===== config.mk =====
export PLATFORM = sky130hd
export DESIGN_NAME = ppol_port
export DESIGN_NICKNAME = d
export VERILOG_FILES = /design/src/include/ppol_pkg.sv /design/src/include/ppol_ovr_if.sv /design/src/verilog/ppol_pad_stage.sv /design/src/verilog/ppol_port.sv
export SDC_FILE = /design/constraint.sdc
export NUM_CORES = 1
export LEC_CHECK = 0
export ABC_AREA = 1
export ABC_CLOCK_PERIOD_IN_PS = 1700
export BUFFER_PORTS_ARGS = -buffer_cell sky130_fd_sc_hd__buf_4
export CORE_MARGIN = 2
export CORE_UTILIZATION = 40
export CTS_BUF_LIST = sky130_fd_sc_hd__clkbuf_16
export DETAILED_ROUTE_END_ITERATION = 10
export GPL_ROUTABILITY_DRIVEN = 0
export PLACE_DENSITY = 0.68
export SLEW_MARGIN = 20
export SYNTH_ARGS = -nofsm -noshare
export SYNTH_HDL_FRONTEND = slang
export SYNTH_HIERARCHICAL = 1
export SYNTH_SLANG_ARGS = --single-unit

===== constraint.sdc =====
create_clock -name i_clk -period 1.7 [get_ports i_clk]
set_clock_uncertainty 0.15 [all_clocks]
set_input_delay 0.255 -clock i_clk [delete_from_list [all_inputs] [get_ports i_clk]]
set_output_delay 0.255 -clock i_clk [all_outputs]
set_load 0.02 [all_outputs]

===== src/include/ppol_pkg.sv =====
// Package with register map, field layout and reset values for the port pin override block.
package ppol_pkg;
  localparam int PPOL_PINS = 8;
  localparam logic [3:0] PPOL_ADDR_LATCH  = 4'h0;
  localparam logic [3:0] PPOL_ADDR_DIR    = 4'h1;
  localparam logic [3:0] PPOL_ADDR_PIN    = 4'h2;
  localparam logic [3:0] PPOL_ADDR_CTRL   = 4'h3;
  localparam logic [3:0] PPOL_ADDR_IRQEN  = 4'h4;
  localparam logic [3:0] PPOL_ADDR_SENSE  = 4'h5;
  localparam logic [3:0] PPOL_ADDR_STATUS = 4'h6;
  localparam logic [3:0] PPOL_ADDR_MASK   = 4'h7;
  localparam int PPOL_CTRL_PUD_BIT   = 0;
  localparam int PPOL_CTRL_SLEEP_BIT = 1;
  localparam logic [7:0] PPOL_RST_BYTE = 8'h00;
  localparam logic [31:0] PPOL_UNMAPPED_DATA = 32'h00000000;
  localparam int PPOL_SYNC_STAGES = 3;
endpackage


===== src/include/ppol_ovr_if.sv =====
// Interface carrying per-pin pad controls from the main module to the pad stage.
`timescale 1ns/1ps
`default_nettype none
interface ppol_ovr_if #(parameter int N = 8);
  logic [N-1:0] pu_en;
  logic [N-1:0] drv_en;
  logic [N-1:0] drv_val;
  logic [N-1:0] in_en;
  logic [N-1:0] pad_in;
  logic [N-1:0] di;
  modport ctrl (output pu_en, output drv_en, output drv_val, output in_en, input di);
  modport pad  (input pu_en, input drv_en, input drv_val, input in_en, input pad_in,
                output di);
endinterface
`default_nettype wire


===== src/verilog/ppol_pad_stage.sv =====
// Pad stage: input clamp and the tap that feeds alternate-function inputs.
`timescale 1ns/1ps
`default_nettype none
module ppol_pad_stage
  import ppol_pkg::*;
(
  ppol_ovr_if.pad bus
);
  // The clamp sits before the schmitt trigger, so a floating pad draws no current.
  always_comb begin
    bus.di = bus.pad_in & bus.in_en;
  end
endmodule
`default_nettype wire


===== src/verilog/ppol_port.sv =====
// Port pin override logic with Avalon-MM register access and pin interrupts.
//
// Register access over Avalon-MM and the register offsets were chosen for this implementation.
`timescale 1ns/1ps
`default_nettype none
// How it works
// - Sleep clamp forces digital input low.
// - Enabled external interrupt pins escape clamp.
// - Clamp release on high pin sets flag.
// - Reset disables every pull-up.
// - Pull-up from override, else 0b010 decode, blocked while driver enabled.
// - Driver enable from override, else direction.
// - Driven value from override, else latch.
// - Input enable override beats sleep state.
// - Alternate input tapped before synchronizer.
// - Clock, clamp, pull-up disable shared.
// - Direction one output, zero input.
module ppol_port
  import ppol_pkg::*;
#(
  parameter int N = PPOL_PINS
) (
  input  wire logic         i_clk,
  input  wire logic         i_rst_b,
  input  wire logic [3:0]   i_avs_address,
  input  wire logic         i_avs_read,
  input  wire logic         i_avs_write,
  input  wire logic [31:0]  i_avs_writedata,
  input  wire logic [3:0]   i_avs_byteenable,
  output logic [31:0]       o_avs_readdata,
  output logic              o_avs_waitrequest,
  input  wire logic [N-1:0] i_pullup_override_en,
  input  wire logic [N-1:0] i_pullup_override_val,
  input  wire logic [N-1:0] i_dir_override_en,
  input  wire logic [N-1:0] i_dir_override_val,
  input  wire logic [N-1:0] i_value_override_en,
  input  wire logic [N-1:0] i_value_override_val,
  input  wire logic [N-1:0] i_input_en_override_en,
  input  wire logic [N-1:0] i_input_en_override_val,
  input  wire logic [N-1:0] i_pad_in,
  output logic [N-1:0]      o_pad_out,
  output logic [N-1:0]      o_pad_oe,
  output logic [N-1:0]      o_pad_pullup,
  output logic [N-1:0]      o_alt_digital_in,
  output logic              o_irq
);
  ppol_ovr_if #(.N(N)) ovr ();

  logic [N-1:0] pin_output_latch_reg;
  logic [N-1:0] pin_direction_bit_reg;
  logic [N-1:0] pin_input_sample_reg;
  logic         global_pullup_disable_reg;
  logic         sleep_clamp_reg;
  logic [N-1:0] irq_en_reg;
  logic [N-1:0] sense_edge_reg;
  logic [N-1:0] status_reg;
  logic [N-1:0] mask_reg;
  logic [N-1:0] ovr_pu_en_reg;
  logic [N-1:0] ovr_pu_val_reg;
  logic [N-1:0] ovr_dir_en_reg;
  logic [N-1:0] ovr_dir_val_reg;
  logic [N-1:0] ovr_pv_en_reg;
  logic [N-1:0] ovr_pv_val_reg;
  logic [N-1:0] ovr_ie_en_reg;
  logic [N-1:0] ovr_ie_val_reg;
  logic [N-1:0] sync1_reg;
  logic [N-1:0] sync2_reg;
  logic [N-1:0] sync3_reg;
  logic [N-1:0] pin_prev_reg;
  logic         ack_reg;
  logic [31:0]  readdata_reg;
  logic [N-1:0] edge_evt;
  logic         wr_strobe;
  logic         rd_strobe;

  // Byte lane zero carries every register, so only that lane enables a write.
  function automatic logic [N-1:0] wr_byte(input logic [N-1:0] old_v,
                                           input logic [31:0] wd,
                                           input logic [3:0] be);
    wr_byte = be[0] ? wd[N-1:0] : old_v;
  endfunction

  // Answer on the second edge so read data come from a register.
  assign wr_strobe = i_avs_write & ~ack_reg;
  assign rd_strobe = i_avs_read & ~ack_reg;

  always_ff @(posedge i_clk or negedge i_rst_b) begin
    if (!i_rst_b) begin
      ack_reg <= 1'b0;
    end else begin
      ack_reg <= (i_avs_read | i_avs_write) & ~ack_reg;
    end
  end

  always_ff @(posedge i_clk or negedge i_rst_b) begin
    if (!i_rst_b) begin
      pin_output_latch_reg      <= PPOL_RST_BYTE[N-1:0];
      pin_direction_bit_reg     <= PPOL_RST_BYTE[N-1:0];
      global_pullup_disable_reg <= 1'b0;
      sleep_clamp_reg           <= 1'b0;
      irq_en_reg                <= PPOL_RST_BYTE[N-1:0];
      sense_edge_reg            <= PPOL_RST_BYTE[N-1:0];
      mask_reg                  <= PPOL_RST_BYTE[N-1:0];
    end else if (wr_strobe) begin
      case (i_avs_address)
        PPOL_ADDR_LATCH: begin
          pin_output_latch_reg <= wr_byte(pin_output_latch_reg, i_avs_writedata,
                                          i_avs_byteenable);
        end
        PPOL_ADDR_DIR: begin
          pin_direction_bit_reg <= wr_byte(pin_direction_bit_reg, i_avs_writedata,
                                           i_avs_byteenable);
        end
        PPOL_ADDR_CTRL: begin
          if (i_avs_byteenable[0]) begin
            global_pullup_disable_reg <= i_avs_writedata[PPOL_CTRL_PUD_BIT];
            sleep_clamp_reg           <= i_avs_writedata[PPOL_CTRL_SLEEP_BIT];
          end
        end
        PPOL_ADDR_IRQEN: begin
          irq_en_reg <= wr_byte(irq_en_reg, i_avs_writedata, i_avs_byteenable);
        end
        PPOL_ADDR_SENSE: begin
          sense_edge_reg <= wr_byte(sense_edge_reg, i_avs_writedata, i_avs_byteenable);
        end
        PPOL_ADDR_MASK: begin
          mask_reg <= wr_byte(mask_reg, i_avs_writedata, i_avs_byteenable);
        end
        default: begin
        end
      endcase
    end
  end

  // Override inputs are registered so every pad output comes from a flip-flop.
  always_ff @(posedge i_clk or negedge i_rst_b) begin
    if (!i_rst_b) begin
      ovr_pu_en_reg  <= PPOL_RST_BYTE[N-1:0];
      ovr_pu_val_reg <= PPOL_RST_BYTE[N-1:0];
      ovr_dir_en_reg <= PPOL_RST_BYTE[N-1:0];
      ovr_dir_val_reg <= PPOL_RST_BYTE[N-1:0];
      ovr_pv_en_reg  <= PPOL_RST_BYTE[N-1:0];
      ovr_pv_val_reg <= PPOL_RST_BYTE[N-1:0];
      ovr_ie_en_reg  <= PPOL_RST_BYTE[N-1:0];
      ovr_ie_val_reg <= PPOL_RST_BYTE[N-1:0];
    end else begin
      ovr_pu_en_reg   <= i_pullup_override_en;
      ovr_pu_val_reg  <= i_pullup_override_val;
      ovr_dir_en_reg  <= i_dir_override_en;
      ovr_dir_val_reg <= i_dir_override_val;
      ovr_pv_en_reg   <= i_value_override_en;
      ovr_pv_val_reg  <= i_value_override_val;
      ovr_ie_en_reg   <= i_input_en_override_en;
      ovr_ie_val_reg  <= i_input_en_override_val;
    end
  end

  always_comb begin
    for (int k = 0; k < N; k++) begin
      ovr.pu_en[k] = ovr_pu_en_reg[k] ? ovr_pu_val_reg[k]
                   : ({pin_direction_bit_reg[k], pin_output_latch_reg[k],
                       global_pullup_disable_reg} == 3'b010);
      ovr.drv_en[k] = ovr_dir_en_reg[k] ? ovr_dir_val_reg[k]
                    : pin_direction_bit_reg[k];
      ovr.drv_val[k] = ovr_pv_en_reg[k] ? ovr_pv_val_reg[k]
                     : pin_output_latch_reg[k];
      ovr.in_en[k] = ovr_ie_en_reg[k] ? ovr_ie_val_reg[k]
                   : (~sleep_clamp_reg | irq_en_reg[k]);
    end
  end
  assign ovr.pad_in = i_pad_in;

  ppol_pad_stage u_pad (
    .bus (ovr.pad)
  );

  always_ff @(posedge i_clk or negedge i_rst_b) begin
    if (!i_rst_b) begin
      o_pad_pullup <= PPOL_RST_BYTE[N-1:0];
      o_pad_oe     <= PPOL_RST_BYTE[N-1:0];
      o_pad_out    <= PPOL_RST_BYTE[N-1:0];
    end else begin
      o_pad_pullup <= ovr.pu_en & ~ovr.drv_en;
      o_pad_oe     <= ovr.drv_en;
      o_pad_out    <= ovr.drv_en & ovr.drv_val;
    end
  end

  // One register stage on the tap; receivers add their own synchroniser.
  always_ff @(posedge i_clk or negedge i_rst_b) begin
    if (!i_rst_b) begin
      o_alt_digital_in <= PPOL_RST_BYTE[N-1:0];
    end else begin
      o_alt_digital_in <= ovr.di;
    end
  end

  always_ff @(posedge i_clk or negedge i_rst_b) begin
    if (!i_rst_b) begin
      sync1_reg            <= PPOL_RST_BYTE[N-1:0];
      sync2_reg            <= PPOL_RST_BYTE[N-1:0];
      sync3_reg            <= PPOL_RST_BYTE[N-1:0];
      pin_input_sample_reg <= PPOL_RST_BYTE[N-1:0];
      pin_prev_reg         <= PPOL_RST_BYTE[N-1:0];
    end else begin
      sync1_reg <= ovr.di;
      sync2_reg <= sync1_reg;
      sync3_reg <= sync2_reg;
      for (int k = 0; k < N; k++) begin
        if (sync2_reg[k] == sync3_reg[k]) begin
          pin_input_sample_reg[k] <= sync3_reg[k];
        end
      end
      pin_prev_reg <= pin_input_sample_reg;
    end
  end

  // Sense any change even on disabled pins, so clamp release on a high pin flags.
  always_comb begin
    edge_evt = (pin_input_sample_reg ^ pin_prev_reg) & sense_edge_reg;
  end

  // A new event in the clearing cycle wins over the clear.
  always_ff @(posedge i_clk or negedge i_rst_b) begin
    if (!i_rst_b) begin
      status_reg <= PPOL_RST_BYTE[N-1:0];
    end else if (wr_strobe && i_avs_address == PPOL_ADDR_STATUS && i_avs_byteenable[0]) begin
      status_reg <= (status_reg & ~i_avs_writedata[N-1:0]) | edge_evt;
    end else begin
      status_reg <= status_reg | edge_evt;
    end
  end

  always_ff @(posedge i_clk or negedge i_rst_b) begin
    if (!i_rst_b) begin
      o_irq <= 1'b0;
    end else begin
      o_irq <= |(status_reg & mask_reg);
    end
  end

  always_ff @(posedge i_clk or negedge i_rst_b) begin
    if (!i_rst_b) begin
      readdata_reg <= PPOL_UNMAPPED_DATA;
    end else if (rd_strobe) begin
      case (i_avs_address)
        PPOL_ADDR_LATCH:  readdata_reg <= 32'(pin_output_latch_reg);
        PPOL_ADDR_DIR:    readdata_reg <= 32'(pin_direction_bit_reg);
        PPOL_ADDR_PIN:    readdata_reg <= 32'(pin_input_sample_reg);
        PPOL_ADDR_CTRL:   readdata_reg <= {30'h00000000, sleep_clamp_reg,
                                           global_pullup_disable_reg};
        PPOL_ADDR_IRQEN:  readdata_reg <= 32'(irq_en_reg);
        PPOL_ADDR_SENSE:  readdata_reg <= 32'(sense_edge_reg);
        PPOL_ADDR_STATUS: readdata_reg <= 32'(status_reg);
        PPOL_ADDR_MASK:   readdata_reg <= 32'(mask_reg);
        default:          readdata_reg <= PPOL_UNMAPPED_DATA;
      endcase
    end
  end

  assign o_avs_readdata = readdata_reg;

  always_ff @(posedge i_clk or negedge i_rst_b) begin
    if (!i_rst_b) begin
      o_avs_waitrequest <= 1'b1;
    end else begin
      o_avs_waitrequest <= ~((i_avs_read | i_avs_write) & ~ack_reg);
    end
  end
endmodule
`default_nettype wire


==> results.sh <==
export IMPL_status="finished clean"
export IMPL_start_util_pct=41.1
export IMPL_route_detailed_drc=0
export IMPL_power_density_nw_per_um2=1090
export IMPL_rows=48
export IMPL_startpoint_type="flip-flop"
export IMPL_hpwl_um=10800
export IMPL_r2r_cells=6
export IMPL_grt_max_degree=57
export IMPL_worstPathMaxFanout=16
export IMPL_drive_above_1_share_pct=22.5
export IMPL_pwr_share_comb_pct=14.4
export IMPL_cts_num_sinks=189
export IMPL_ys_warnings_count=6
export IMPL_die_w_um=138
export IMPL_final_util_pct=56.5
export IMPL_dpl_cell_count=1039
export IMPL_netlist_area_sq_um=7150
export IMPL_vias=5315
export IMPL_hold_ws_ns=0.136
export IMPL_first_iter_violations=259
export IMPL_nets=1032
export IMPL_htree_num_levels=4
export IMPL_grtUsageTotal_pct=18.2
export IMPL_layout_setup_ws_ns=0.136
export IMPL_switching_share_pct=27.7
export IMPL_setup_violations=0
export IMPL_setup_tns_ns=0
export IMPL_syn_area_per_cell_sq_um=10.4
export IMPL_cts_tree="built"
export IMPL_r2r_start="ack_reg"
export IMPL_clk_pin_slew_worst_paths_ns=0.07
export IMPL_viasPerCell=4.61
export IMPL_drt_pass1_iterations=4
export IMPL_fillers=1456
export IMPL_cp_required_ns=1.86
export IMPL_grt_pass1_wl_um=26300
export IMPL_power_mw=10.7
export IMPL_worstPathCellList="inv_1 -> and3_1 -> buf_12 -> nand3_2 -> nand2_1 -> o21ai_1"
export IMPL_post_route_period_util_pct=92.0
export IMPL_final_cells=1154
export IMPL_antenna_found_initial=0
export IMPL_pin_count=182
export IMPL_grt_pass1_vias=5279
export IMPL_cp_num_buf_inv=2
export IMPL_cp_depth=6
export IMPL_hold_viol_final=0
export IMPL_p_clk_share_pct=36.2
export IMPL_dpl_cell_area_sq_um=8400
export IMPL_synthCells=687
export IMPL_ant_nets=0
export IMPL_clk_latency_ns=0.42
export IMPL_clockRootBuffer="clkbuf_16"
export IMPL_fp_dieH_um=138
export IMPL_p_int_mw=7.76
export IMPL_overflow=0
export IMPL_place_ws_ns=0.133
export IMPL_period_needed_ns=1.56
export IMPL_cts_buffer_depth=2
export IMPL_r2r_setup_slack_ns=0.14
export IMPL_crit_type="reg2reg"
export IMPL_hold_depth=4
export IMPL_wirelength_um=16300
export IMPL_cpLargestDelayFamily="simple AND/OR/NAND/NOR gates"
export IMPL_rsz0062_at_grt="false"
export IMPL_end_kind="flip-flop"
export IMPL_area_growth_pct=37.5
export IMPL_dieArea_sq_um=19000
export IMPL_cp_slowest_stage_delay_ns=0.39
export IMPL_io_buffers=130
export IMPL_leakagePower_nw=4.94
export IMPL_r2r_end="mask_reg[1]"
export IMPL_post_drt_wl_per_cell_um=14.1
export IMPL_stdcell_area_sq_um=9840
export IMPL_drv_slew=0
export IMPL_crit_arrival_ns=1.72
export IMPL_min_from="i_avs_address[2]"
export IMPL_crit_slowest_cell="dfrtp_1"
export IMPL_vdd_ir_drop_max_v=0.000705
export IMPL_min_path_type="in2reg"
export IMPL_post_cts_buffers=0
export IMPL_cts_buffers=17
export IMPL_fmax_mhz=639
export IMPL_hold_end="pin_direction_bit_reg[0]"
export IMPL_pwr_share_seq_pct=49.4
export IMPL_cap_violations=0
export IMPL_core_sq_um=17400
export IMPL_p_sw_mw=2.97
export IMPL_diodes=0
cell type report:
| class | count | area [sq um] | area share, % |
|---|---|---|---|
| Sequential cell | 189 | 4730 | 48.1 |
| Timing Repair Buffer | 227 | 2010 | 20.4 |
| Multi-Input combinational cell | 417 | 2000 | 20.3 |
| Clock buffer | 17 | 425 | 4.33 |
| Tap cell | 225 | 282 | 2.86 |
| Inverter | 64 | 240 | 2.44 |
| Clock inverter | 15 | 156 | 1.59 |
per-layer routing:
layer | vias to the layer above | share of wire [%] | GRT usage, %
met2 | 133 | 51 | 30.1
met3 | 19 | 4.6 | 3.42
met5 | - | 0 | 0
met4 | 0 | 1.6 | 6.18
li1 | 2613 | - | -
met1 | 2550 | 43 | 24.1
how the worst max path moves through the flow:
stage | from | endpoint | slack (ns)
global placement | ack_reg | sense_edge_reg[3] | 0.17
CTS | ack_reg | sense_edge_reg[1] | 0.09
global route | ack_reg | mask_reg[3] | 0.001
detailed placement | ack_reg | sense_edge_reg[1] | 0.13
finish | ack_reg | mask_reg[1] | 0.14
floorplan | ack_reg | pin_output_latch_reg[5] | 0.26
worst register-to-register path: cells and delay by family (launching register included):
kind	cells	cell delay, ns
AOI/OAI and AO/OA	1	0.07
buffers and inverters	2	0.22
DFF	1	0.39
and+or+nand+nor	3	0.63
cells in the final DEF (no fill, tap or decap), types with 7 or more instances in the layout:
master and instances:
a21oi_1 10, buf_12 7, buf_4 136, clkbuf_16 17
conb_1 24, dfrtp_1 188, dlygate4sd3_1 83, inv_1 60
maj3_1 8, nand2_1 159, nand3_1 68, nor2_1 46
o21ai_0 30, o21ai_1 37, o21ai_2 8, or2_2 8
power groups by stage:
stage	Combinational [mW]	Sequential, mW	Clock, mW
global route	1.73	5.36	4.18
detailed placement	1.39	5.38	0
finish	1.55	5.30	3.89
CTS	1.55	5.30	3.99
global placement	1.36	5.37	0
floorplan	0.656	5.42	0
timing repair:
item / in CTS / in global routing
endpoints found under the setup margin: 0 / 3
hold buffers: 83 / 0
endpoints found under the hold margin: 171 / 0
resized for setup: 0 / 4
Power figures use the tool's default switching activity.
